<file path="src/esr_pkg.sv">
// shared constants and types for the serial eeprom read sequencer
package esr_pkg;
  localparam int          ESR_ADDR_W    = 9;        // memory address width
  localparam int          ESR_MEM_DEPTH = 512;      // bytes held
  localparam logic [3:0]  ESR_BYTE_BITS = 4'h8;     // bits per byte on the wire
  localparam logic [3:0]  ESR_LAST_BIT  = 4'h7;     // index of the last received bit
  localparam logic [8:0]  ESR_ADDR_RST  = 9'h000;   // address counter after reset
  localparam logic [8:0]  ESR_ADDR_ONE  = 9'h001;   // counter step

  // serial protocol phases
  typedef enum logic [2:0] {
    ESR_IDLE, ESR_DEVADDR, ESR_DEV_ACK, ESR_MEMADDR, ESR_MEM_ACK, ESR_RD_DATA, ESR_RD_ACK, ESR_IGNORE
  } esr_state_t;
endpackage : esr_pkg

</file>
<file path="src/esr_line_if.sv">
// bus line events carried from the line monitor to the sequencer
`timescale 1ns/1ps
interface esr_line_if;
  logic scl_rise;  // clock line rose
  logic scl_fall;  // clock line fell
  logic start;     // start or repeated start seen
  logic stop;      // stop seen
  logic sda_lvl;   // synchronised data line level

  modport mon (output scl_rise, scl_fall, start, stop, sda_lvl);
  modport seq (input  scl_rise, scl_fall, start, stop, sda_lvl);
endinterface : esr_line_if

</file>
<file path="src/esr_line_mon.sv">
// synchronises the two bus lines and finds their edges and framing conditions
`timescale 1ns/1ps
module esr_line_mon
  import esr_pkg::*;
(
  input  wire logic clk_i,
  input  wire logic rst_i,
  input  wire logic scl_i,
  input  wire logic sda_i,
  esr_line_if.mon   ev
);
  logic [1:0] scl_sync_reg;  // two-stage synchroniser, clock line
  logic [1:0] sda_sync_reg;  // two-stage synchroniser, data line
  logic       scl_prev_reg;  // last synchronised clock level
  logic       sda_prev_reg;  // last synchronised data level

  ////////////////////////////////////////////////////////////////////////////
  // synchronisers: idle bus is high, so reset to high to avoid a false start
  always_ff @(posedge clk_i) begin
    if (rst_i) begin
      scl_sync_reg <= 2'h3;
      sda_sync_reg <= 2'h3;
    end else begin
      scl_sync_reg <= {scl_sync_reg[0], scl_i};
      sda_sync_reg <= {sda_sync_reg[0], sda_i};
    end
  end

  // one more stage for edge detection, reads only the second flop
  always_ff @(posedge clk_i) begin
    if (rst_i) begin
      scl_prev_reg <= 1'b1;
      sda_prev_reg <= 1'b1;
    end else begin
      scl_prev_reg <= scl_sync_reg[1];
      sda_prev_reg <= sda_sync_reg[1];
    end
  end

  ////////////////////////////////////////////////////////////////////////////
  // events: data moving while the clock stays high frames a transfer
  assign ev.scl_rise = scl_sync_reg[1] & ~scl_prev_reg;
  assign ev.scl_fall = ~scl_sync_reg[1] & scl_prev_reg;
  assign ev.start    = scl_sync_reg[1] & scl_prev_reg & sda_prev_reg & ~sda_sync_reg[1];
  assign ev.stop     = scl_sync_reg[1] & scl_prev_reg & ~sda_prev_reg & sda_sync_reg[1];
  assign ev.sda_lvl  = sda_sync_reg[1];
endmodule : esr_line_mon

</file>
<file path="src/esr_top.sv">
// read sequencer of a 512 byte two-wire serial eeprom slave
// How it works
// - counter holds last accessed location plus one
// - acknowledge match, then send byte at counter
// - counter increments after every byte sent
// - sequential read follows either read kind
// - on master ack, send next location
// - counter wraps from top to zero
// - nack then stop ends read, release
// - nine bit address, top bit in slave byte
// - last slave byte bit selects direction
// - respond only when chip selects match pins
// - data bit changes on clock falling edge
`timescale 1ns/1ps
module esr_top
  import esr_pkg::*;
#(
  parameter logic [3:0] DEV_TYPE = 4'h6  // device type code, arbitrary value
) (
  input  wire logic       clk_i,
  input  wire logic       rst_i,
  input  wire logic       scl_i,
  input  wire logic       sda_i,
  output logic            sda_o,
  output logic            sda_oe_o,
  input  wire logic       chip_select_low_pin_i,
  input  wire logic       chip_select_high_pin_i,
  input  wire logic       mem_wr_en_i,
  input  wire logic [8:0] mem_wr_addr_i,
  input  wire logic [7:0] mem_wr_data_i
);
  esr_line_if ev ();  // edge and framing events

  esr_line_mon u_mon (
    .clk_i (clk_i),
    .rst_i (rst_i),
    .scl_i (scl_i),
    .sda_i (sda_i),
    .ev    (ev.mon)
  );

  ////////////////////////////////////////////////////////////////////////////
  // storage and state
  logic [7:0]  mem [ESR_MEM_DEPTH];  // array contents, filled by the write port
  esr_state_t  state_reg;            // protocol phase
  logic [3:0]  bit_cnt_reg;          // bits moved in the current byte
  logic [7:0]  shift_reg;            // received byte
  logic [7:0]  tx_reg;               // byte being sent, msb first
  logic        rw_reg;               // direction bit of the last slave byte
  logic        top_reg;              // address top bit from the slave byte
  logic        ack_on_reg;           // we are inside our own acknowledge slot
  logic        got_ack_reg;          // master acknowledged the last data byte
  logic        drive_low_reg;        // pull the data line low
  logic [8:0]  addr_cnt_reg;         // memory address counter
  logic [7:0]  rd_byte;              // byte at the counter
  logic [7:0]  rx_byte;              // received byte including the bit on the line
  logic        cs_match;             // slave byte selects this device
  logic        cnt_inc;              // one byte has been shifted out
  logic        cnt_load;             // memory address byte acknowledged
  logic [1:0]  cs_lo_sync_reg;       // two-stage synchroniser, low chip select pin
  logic [1:0]  cs_hi_sync_reg;       // two-stage synchroniser, high chip select pin

  assign rd_byte  = mem[addr_cnt_reg];
  assign rx_byte  = {shift_reg[6:0], ev.sda_lvl};
  assign cs_match = (rx_byte[7:4] == DEV_TYPE) && (rx_byte[3] == cs_hi_sync_reg[1])
                    && (rx_byte[2] == cs_lo_sync_reg[1]);
  assign cnt_inc  = (state_reg == ESR_RD_DATA) && ev.scl_fall && (bit_cnt_reg == ESR_BYTE_BITS);
  assign cnt_load = (state_reg == ESR_MEM_ACK) && ev.scl_fall && ack_on_reg;

  // open drain: only ever pull low
  assign sda_o    = 1'b0;
  assign sda_oe_o = drive_low_reg;

  ////////////////////////////////////////////////////////////////////////////
  // chip select straps are pins too; a strap moved live must not glitch the match
  always_ff @(posedge clk_i) begin
    if (rst_i) begin
      cs_lo_sync_reg <= 2'h0;
      cs_hi_sync_reg <= 2'h0;
    end else begin
      cs_lo_sync_reg <= {cs_lo_sync_reg[0], chip_select_low_pin_i};
      cs_hi_sync_reg <= {cs_hi_sync_reg[0], chip_select_high_pin_i};
    end
  end

  ////////////////////////////////////////////////////////////////////////////
  // memory fill port, also where the write side reports its accesses
  always_ff @(posedge clk_i) begin
    if (mem_wr_en_i) begin
      mem[mem_wr_addr_i] <= mem_wr_data_i;
    end
  end

  ////////////////////////////////////////////////////////////////////////////
  // address counter: plain 9-bit add so the top location rolls to zero
  always_ff @(posedge clk_i) begin
    if (rst_i) begin
      addr_cnt_reg <= ESR_ADDR_RST;
    end else if (cnt_load) begin
      addr_cnt_reg <= {top_reg, shift_reg};
    end else if (cnt_inc) begin
      addr_cnt_reg <= addr_cnt_reg + ESR_ADDR_ONE;
    end else if (mem_wr_en_i) begin
      addr_cnt_reg <= mem_wr_addr_i + ESR_ADDR_ONE;
    end
  end

  ////////////////////////////////////////////////////////////////////////////
  // protocol sequencer; stop beats start beats clock edges
  always_ff @(posedge clk_i) begin
    if (rst_i) begin
      state_reg     <= ESR_IDLE;
      bit_cnt_reg   <= 4'h0;
      shift_reg     <= 8'h00;
      tx_reg        <= 8'h00;
      rw_reg        <= 1'b0;
      top_reg       <= 1'b0;
      ack_on_reg    <= 1'b0;
      got_ack_reg   <= 1'b0;
      drive_low_reg <= 1'b0;
    end else if (ev.stop) begin
      state_reg     <= ESR_IDLE;
      drive_low_reg <= 1'b0;
    end else if (ev.start) begin
      // a repeated start also lands here, so a dummy write chains into a read
      state_reg     <= ESR_DEVADDR;
      bit_cnt_reg   <= 4'h0;
      ack_on_reg    <= 1'b0;
      drive_low_reg <= 1'b0;
    end else begin
      case (state_reg)
        // receive slave byte on rising edges
        ESR_DEVADDR: begin
          if (ev.scl_rise) begin
            shift_reg   <= rx_byte;
            bit_cnt_reg <= bit_cnt_reg + 4'h1;
            if (bit_cnt_reg == ESR_LAST_BIT) begin
              rw_reg    <= rx_byte[0];
              state_reg <= cs_match ? ESR_DEV_ACK : ESR_IGNORE;
              if (!rx_byte[0]) begin
                top_reg <= rx_byte[1];
              end
            end
          end
        end
        // acknowledge slot: pull low on one fall, leave it on the next
        ESR_DEV_ACK: begin
          if (ev.scl_fall) begin
            if (!ack_on_reg) begin
              ack_on_reg    <= 1'b1;
              drive_low_reg <= 1'b1;
            end else if (rw_reg) begin
              ack_on_reg    <= 1'b0;
              state_reg     <= ESR_RD_DATA;
              bit_cnt_reg   <= 4'h1;
              tx_reg        <= {rd_byte[6:0], 1'b0};
              drive_low_reg <= ~rd_byte[7];
            end else begin
              ack_on_reg    <= 1'b0;
              drive_low_reg <= 1'b0;
              state_reg     <= ESR_MEMADDR;
              bit_cnt_reg   <= 4'h0;
            end
          end
        end
        // low address byte of a dummy write
        ESR_MEMADDR: begin
          if (ev.scl_rise) begin
            shift_reg   <= rx_byte;
            bit_cnt_reg <= bit_cnt_reg + 4'h1;
            if (bit_cnt_reg == ESR_LAST_BIT) begin
              state_reg <= ESR_MEM_ACK;
            end
          end
        end
        // data bytes of a real write belong to the write side, so sit out
        ESR_MEM_ACK: begin
          if (ev.scl_fall) begin
            if (!ack_on_reg) begin
              ack_on_reg    <= 1'b1;
              drive_low_reg <= 1'b1;
            end else begin
              ack_on_reg    <= 1'b0;
              drive_low_reg <= 1'b0;
              state_reg     <= ESR_IGNORE;
            end
          end
        end
        // shift a byte out, one bit per falling edge
        ESR_RD_DATA: begin
          if (ev.scl_fall) begin
            if (bit_cnt_reg == ESR_BYTE_BITS) begin
              drive_low_reg <= 1'b0;
              got_ack_reg   <= 1'b0;
              state_reg     <= ESR_RD_ACK;
            end else begin
              drive_low_reg <= ~tx_reg[7];
              tx_reg        <= {tx_reg[6:0], 1'b0};
              bit_cnt_reg   <= bit_cnt_reg + 4'h1;
            end
          end
        end
        // master acknowledge slot: low asks for more, high ends the read
        ESR_RD_ACK: begin
          if (ev.scl_rise) begin
            if (ev.sda_lvl) begin
              state_reg <= ESR_IGNORE;
            end else begin
              got_ack_reg <= 1'b1;
            end
          end else if (ev.scl_fall && got_ack_reg) begin
            state_reg     <= ESR_RD_DATA;
            bit_cnt_reg   <= 4'h1;
            tx_reg        <= {rd_byte[6:0], 1'b0};
            drive_low_reg <= ~rd_byte[7];
          end
        end
        // released until the next start or stop
        ESR_IGNORE: begin
          drive_low_reg <= 1'b0;
        end
        default: begin
          state_reg     <= ESR_IDLE;
          drive_low_reg <= 1'b0;
        end
      endcase
    end
  end
endmodule : esr_top

</file>
<file path="config.mk">
export PLATFORM = sky130hd
export DESIGN_NAME = esr_top
export DESIGN_NICKNAME = d
export VERILOG_FILES = /design/src/esr_pkg.sv /design/src/esr_line_if.sv /design/src/esr_line_mon.sv /design/src/esr_top.sv
export SDC_FILE = /design/constraint.sdc
export NUM_CORES = 2
export LEC_CHECK = 0
export BUFFER_PORTS_ARGS = -buffer_cell sky130_fd_sc_hd__buf_2
export CORE_MARGIN = 4
export CORE_UTILIZATION = 45
export CTS_CLUSTER_DIAMETER = 200
export DETAILED_ROUTE_END_ITERATION = 8
export PLACE_DENSITY = 0.72
export SETUP_SLACK_MARGIN = 0.5
export SLEW_MARGIN = 20
export SYNTH_ARGS = -nofsm -noshare
export SYNTH_HDL_FRONTEND = slang
export SYNTH_SLANG_ARGS = --single-unit
</file>
<file path="constraint.sdc">
create_clock -name clk_i -period 4.1 [get_ports clk_i]
set_clock_uncertainty 0.05 [all_clocks]
set_input_delay 0.205 -clock clk_i [delete_from_list [all_inputs] [get_ports clk_i]]
set_output_delay 0.205 -clock clk_i [all_outputs]
set_load 0.01 [all_outputs]
</file>
==> metrics.yaml <==
setup_viol: 0
crit_path_cell_trace: "buf_4, buf_4, and2_2, buf_12, a22oi_1, a21oi_1, o41ai_2, buf_4, nor2_1, nor4_2, o41ai_1"
fillers: 27220
p_total_w: 0.09111
drive_gt1_share_pct: 28.47
crit_family: "compound AO/OA/AOI/OAI gates"
place_area_sq_mm: 0.1733
io_pins: 26
final_cell_area_sq_mm: 0.1879
hold_viol_final: 0
vdd_drop_max_mv: 0.3699
synth_ff_type: "edfxtp_1"
antenna_found_initial: 33
drt_iter0_drc: 15330
start_util_pct: 45.21
synthCells: 7843
syn_area_sq_mm: 0.1625
vias_per_cell: 6.440
port_buffers: 24
yosysWarnings: 0
period_needed_ns: 3.723
synth_top_area_share_pct: 75.68
timing.final.crit_share_pct: 90.80
grt_max_degree: 147
start_kind: "flip-flop"
grt_pass1_vias: 86380
dp_cells: 12970
largest_reg_flops: 4096
dr.pass1.iters: 8
ys_seq_elements: 4151
crit_type: "reg -> reg"
leakage_nw: 58.61
avgSynthCellArea_sq_um: 20.72
core-area_sq_mm: 0.3595
dpl.hpwl_mm: 304.3
cts_root_buf: "clkbuf_16"
outcome: "finished clean"
worstPathBufferInverterCount: 4
clock-sinks: 4151
routed_wl_mm: 481.5
cts_tree: "yes"
grt_pass1_wl_mm: 672.9
arrival_ns: 4.53
drt-wirelength-per-cell_microns: 34.87
cp_slowest_cell: "dfxtp_4"
cap_violations: 0
synthArstFlopShare_pct: 0
tightest_slew_ns: 1.219
cp_common_cell: "buf_4"
crit_path_max_fanout: 15
die_area_sq_mm: 0.3708
required_ns: 4.91
setup_tns_ns: 0
final_nets: 8693
cts_buffer_depth: 4
clock_latency_ns: 1.00
finalNonFillerCells: 13810
h-tree-depth: 5
grt_usage_pct: 25.40
grt_overflow_total: 0
powerDensity_mw_per_mm2: 484.8
max_stage_delay_ns: 0.69
synth-seq-area-share_pct: 76.36
gp_congestion: 0.9403
synth_area_leaders: "edfxtp_1 (76%), mux4_2 (13%), mux2i_1 (2.1%)"
drc_errors: 0
die_w_microns: 609.0
rows: 220
min-delay-path-class: "in -> reg"
cp-end-kind: "flip-flop"
synth-edff-count: 4096
cts_buffers: 407
clk_pin_slew_ns: 0.07
vias: 88930
max_freq_mhz: 268.6
synth_largest_area_cell: "edfxtp_1"
die_h_microns: 609.0
slew_violations: 0
rsz0062_at_grt: "no"
syn_nets: 7870
syn_to_final_growth_pct: 15.64
yosysUniqueCellTypes: 87
maxSlewHeadroom_pct: 18.44
antenna_left: 0
whs_ns: 0.1413
-- worst paths after layout --
path / from / endpoint / slack [ns] / cells past startpoint
max: flip-flop / tx_reg[3] / 0.38 / 11
min: mem_wr_addr_i[3] / addr_cnt_reg[4] / 0.14 / 6
max reg2reg: flip-flop / tx_reg[3] / 0.38 / 11
min reg2reg: u_mon.sda_sync_reg[0] / u_mon.sda_sync_reg[1] / 0.37 / 1
-- worst min-delay path: cells and delay by family --
family / cells / cell delay (ns)
compound gates: 1 / 0.08
xor+xnor: 1 / 0.15
buf+inv: 1 / 0.24
mux: 1 / 0.14
simple gates: 2 / 0.28
-- final cells by class --
class / instances / area [sq um] / share of cell area [%]
Timing Repair Buffer: 904 / 8635 / 4.595
Tap cell: 4773 / 5972 / 3.178
Inverter: 15 / 68.82 / 0.03662
Sequential cell: 4151 / 124100 / 66.05
Multi-Input combinational cell: 3187 / 35780 / 19.04
Clock inverter: 254 / 2656 / 1.413
Clock buffer: 492 / 10610 / 5.645
Antenna cell: 33 / 82.58 / 0.04394
-- per-stage QoR --
step	setup WS, ns	util [%]
5_1_grt	0.4477	52.25
2_1_floorplan	0.9319	-
3_3_place_gp	-0.08199	48.21
3_5_place_dp	-0.06070	48.21
6_report	0.3771	52.27
4_1_cts	0.5034	52.12
-- synthesized netlist by cell type, types with 9 or more instances --
cell,number
o221ai_1,49
o21ai_1,11
buf_8,19
buf_1,28
buf_4,46
a221oi_1,30
o211ai_1,17
nand4_1,22
a31oi_1,28
edfxtp_1,4096
mux2_2,22
buf_12,20
a22o_1,18
nor2_1,634
nand2_1,273
a22oi_1,70
or2_2,11
a2111oi_0,13
a211oi_1,41
o2111ai_1,12
o31ai_1,10
or3_1,9
nand2b_1,17
o22ai_1,89
nor3_1,55
o21ai_0,68
nor2b_1,33
inv_1,10
dfxtp_1,55
a21oi_1,110
and2_1,16
and3_1,16
nor4_1,14
buf_2,114
buf_6,57
a311oi_1,13
a32oi_1,10
mux4_2,968
mux2i_1,337
clkbuf_1,206
nand3_1,58
-- metal layers --
layer  GRT usage [%]  share of wire, %  vias to the layer above
li1                -                 -                    34260
met1           34.13                34                    45790
met2           38.26                45                     7546
met3           8.108                15                     1319
met4           11.11               5.3                        8
met5         0.09040             0.056                        -
-- repair_timing --
action,4_1_cts,5_1_grt
resized for setup,57,53
cloned,3,2
setup endpoints to repair,8,10
buffers inserted,9,16
hold endpoints to repair,1093,0
pin swaps,2,5
hold buffers,35,0
-- logic make-up (layout without fill, tap and decap cells) --
| logic type | after synthesis | after routing | synth area share (%) |
|---|---|---|---|
| compound gates | 650 | 650 | 2.788 |
| xor+xnor | 6 | 6 | 0.03234 |
| fa+ha+maj | 3 | 3 | 0.02310 |
| buf+inv | 505 | 1665 | 1.956 |
| flops | 4151 | 4151 | 76.36 |
| mux | 1327 | 1327 | 15.64 |
| other cells | 1 | 34 | 0.002307 |
| simple gates | 1200 | 1200 | 3.194 |
-- placed cells by master (no fill, tap or decap), drive strengths merged, types with 55 or more instances in the layout --
master / instances
a21oi: 110
o22ai: 89
nand2: 273
nand3: 58
nor2: 634
o21ai: 79
dfxtp: 55
mux4: 968
clkinv: 185
mux2i: 337
buf: 864
clkbuf: 494
a22oi: 70
edfxtp: 4096
nor3: 57
-- where the power goes --
| part | switching [W] | internal [W] |
|---|---|---|
| clock | 0.0162 | 0.0211 |
| combinational | 0.00449 | 0.00249 |
| sequential | 0.000112 | 0.0467 |
(Power assumes the default switching activity.)
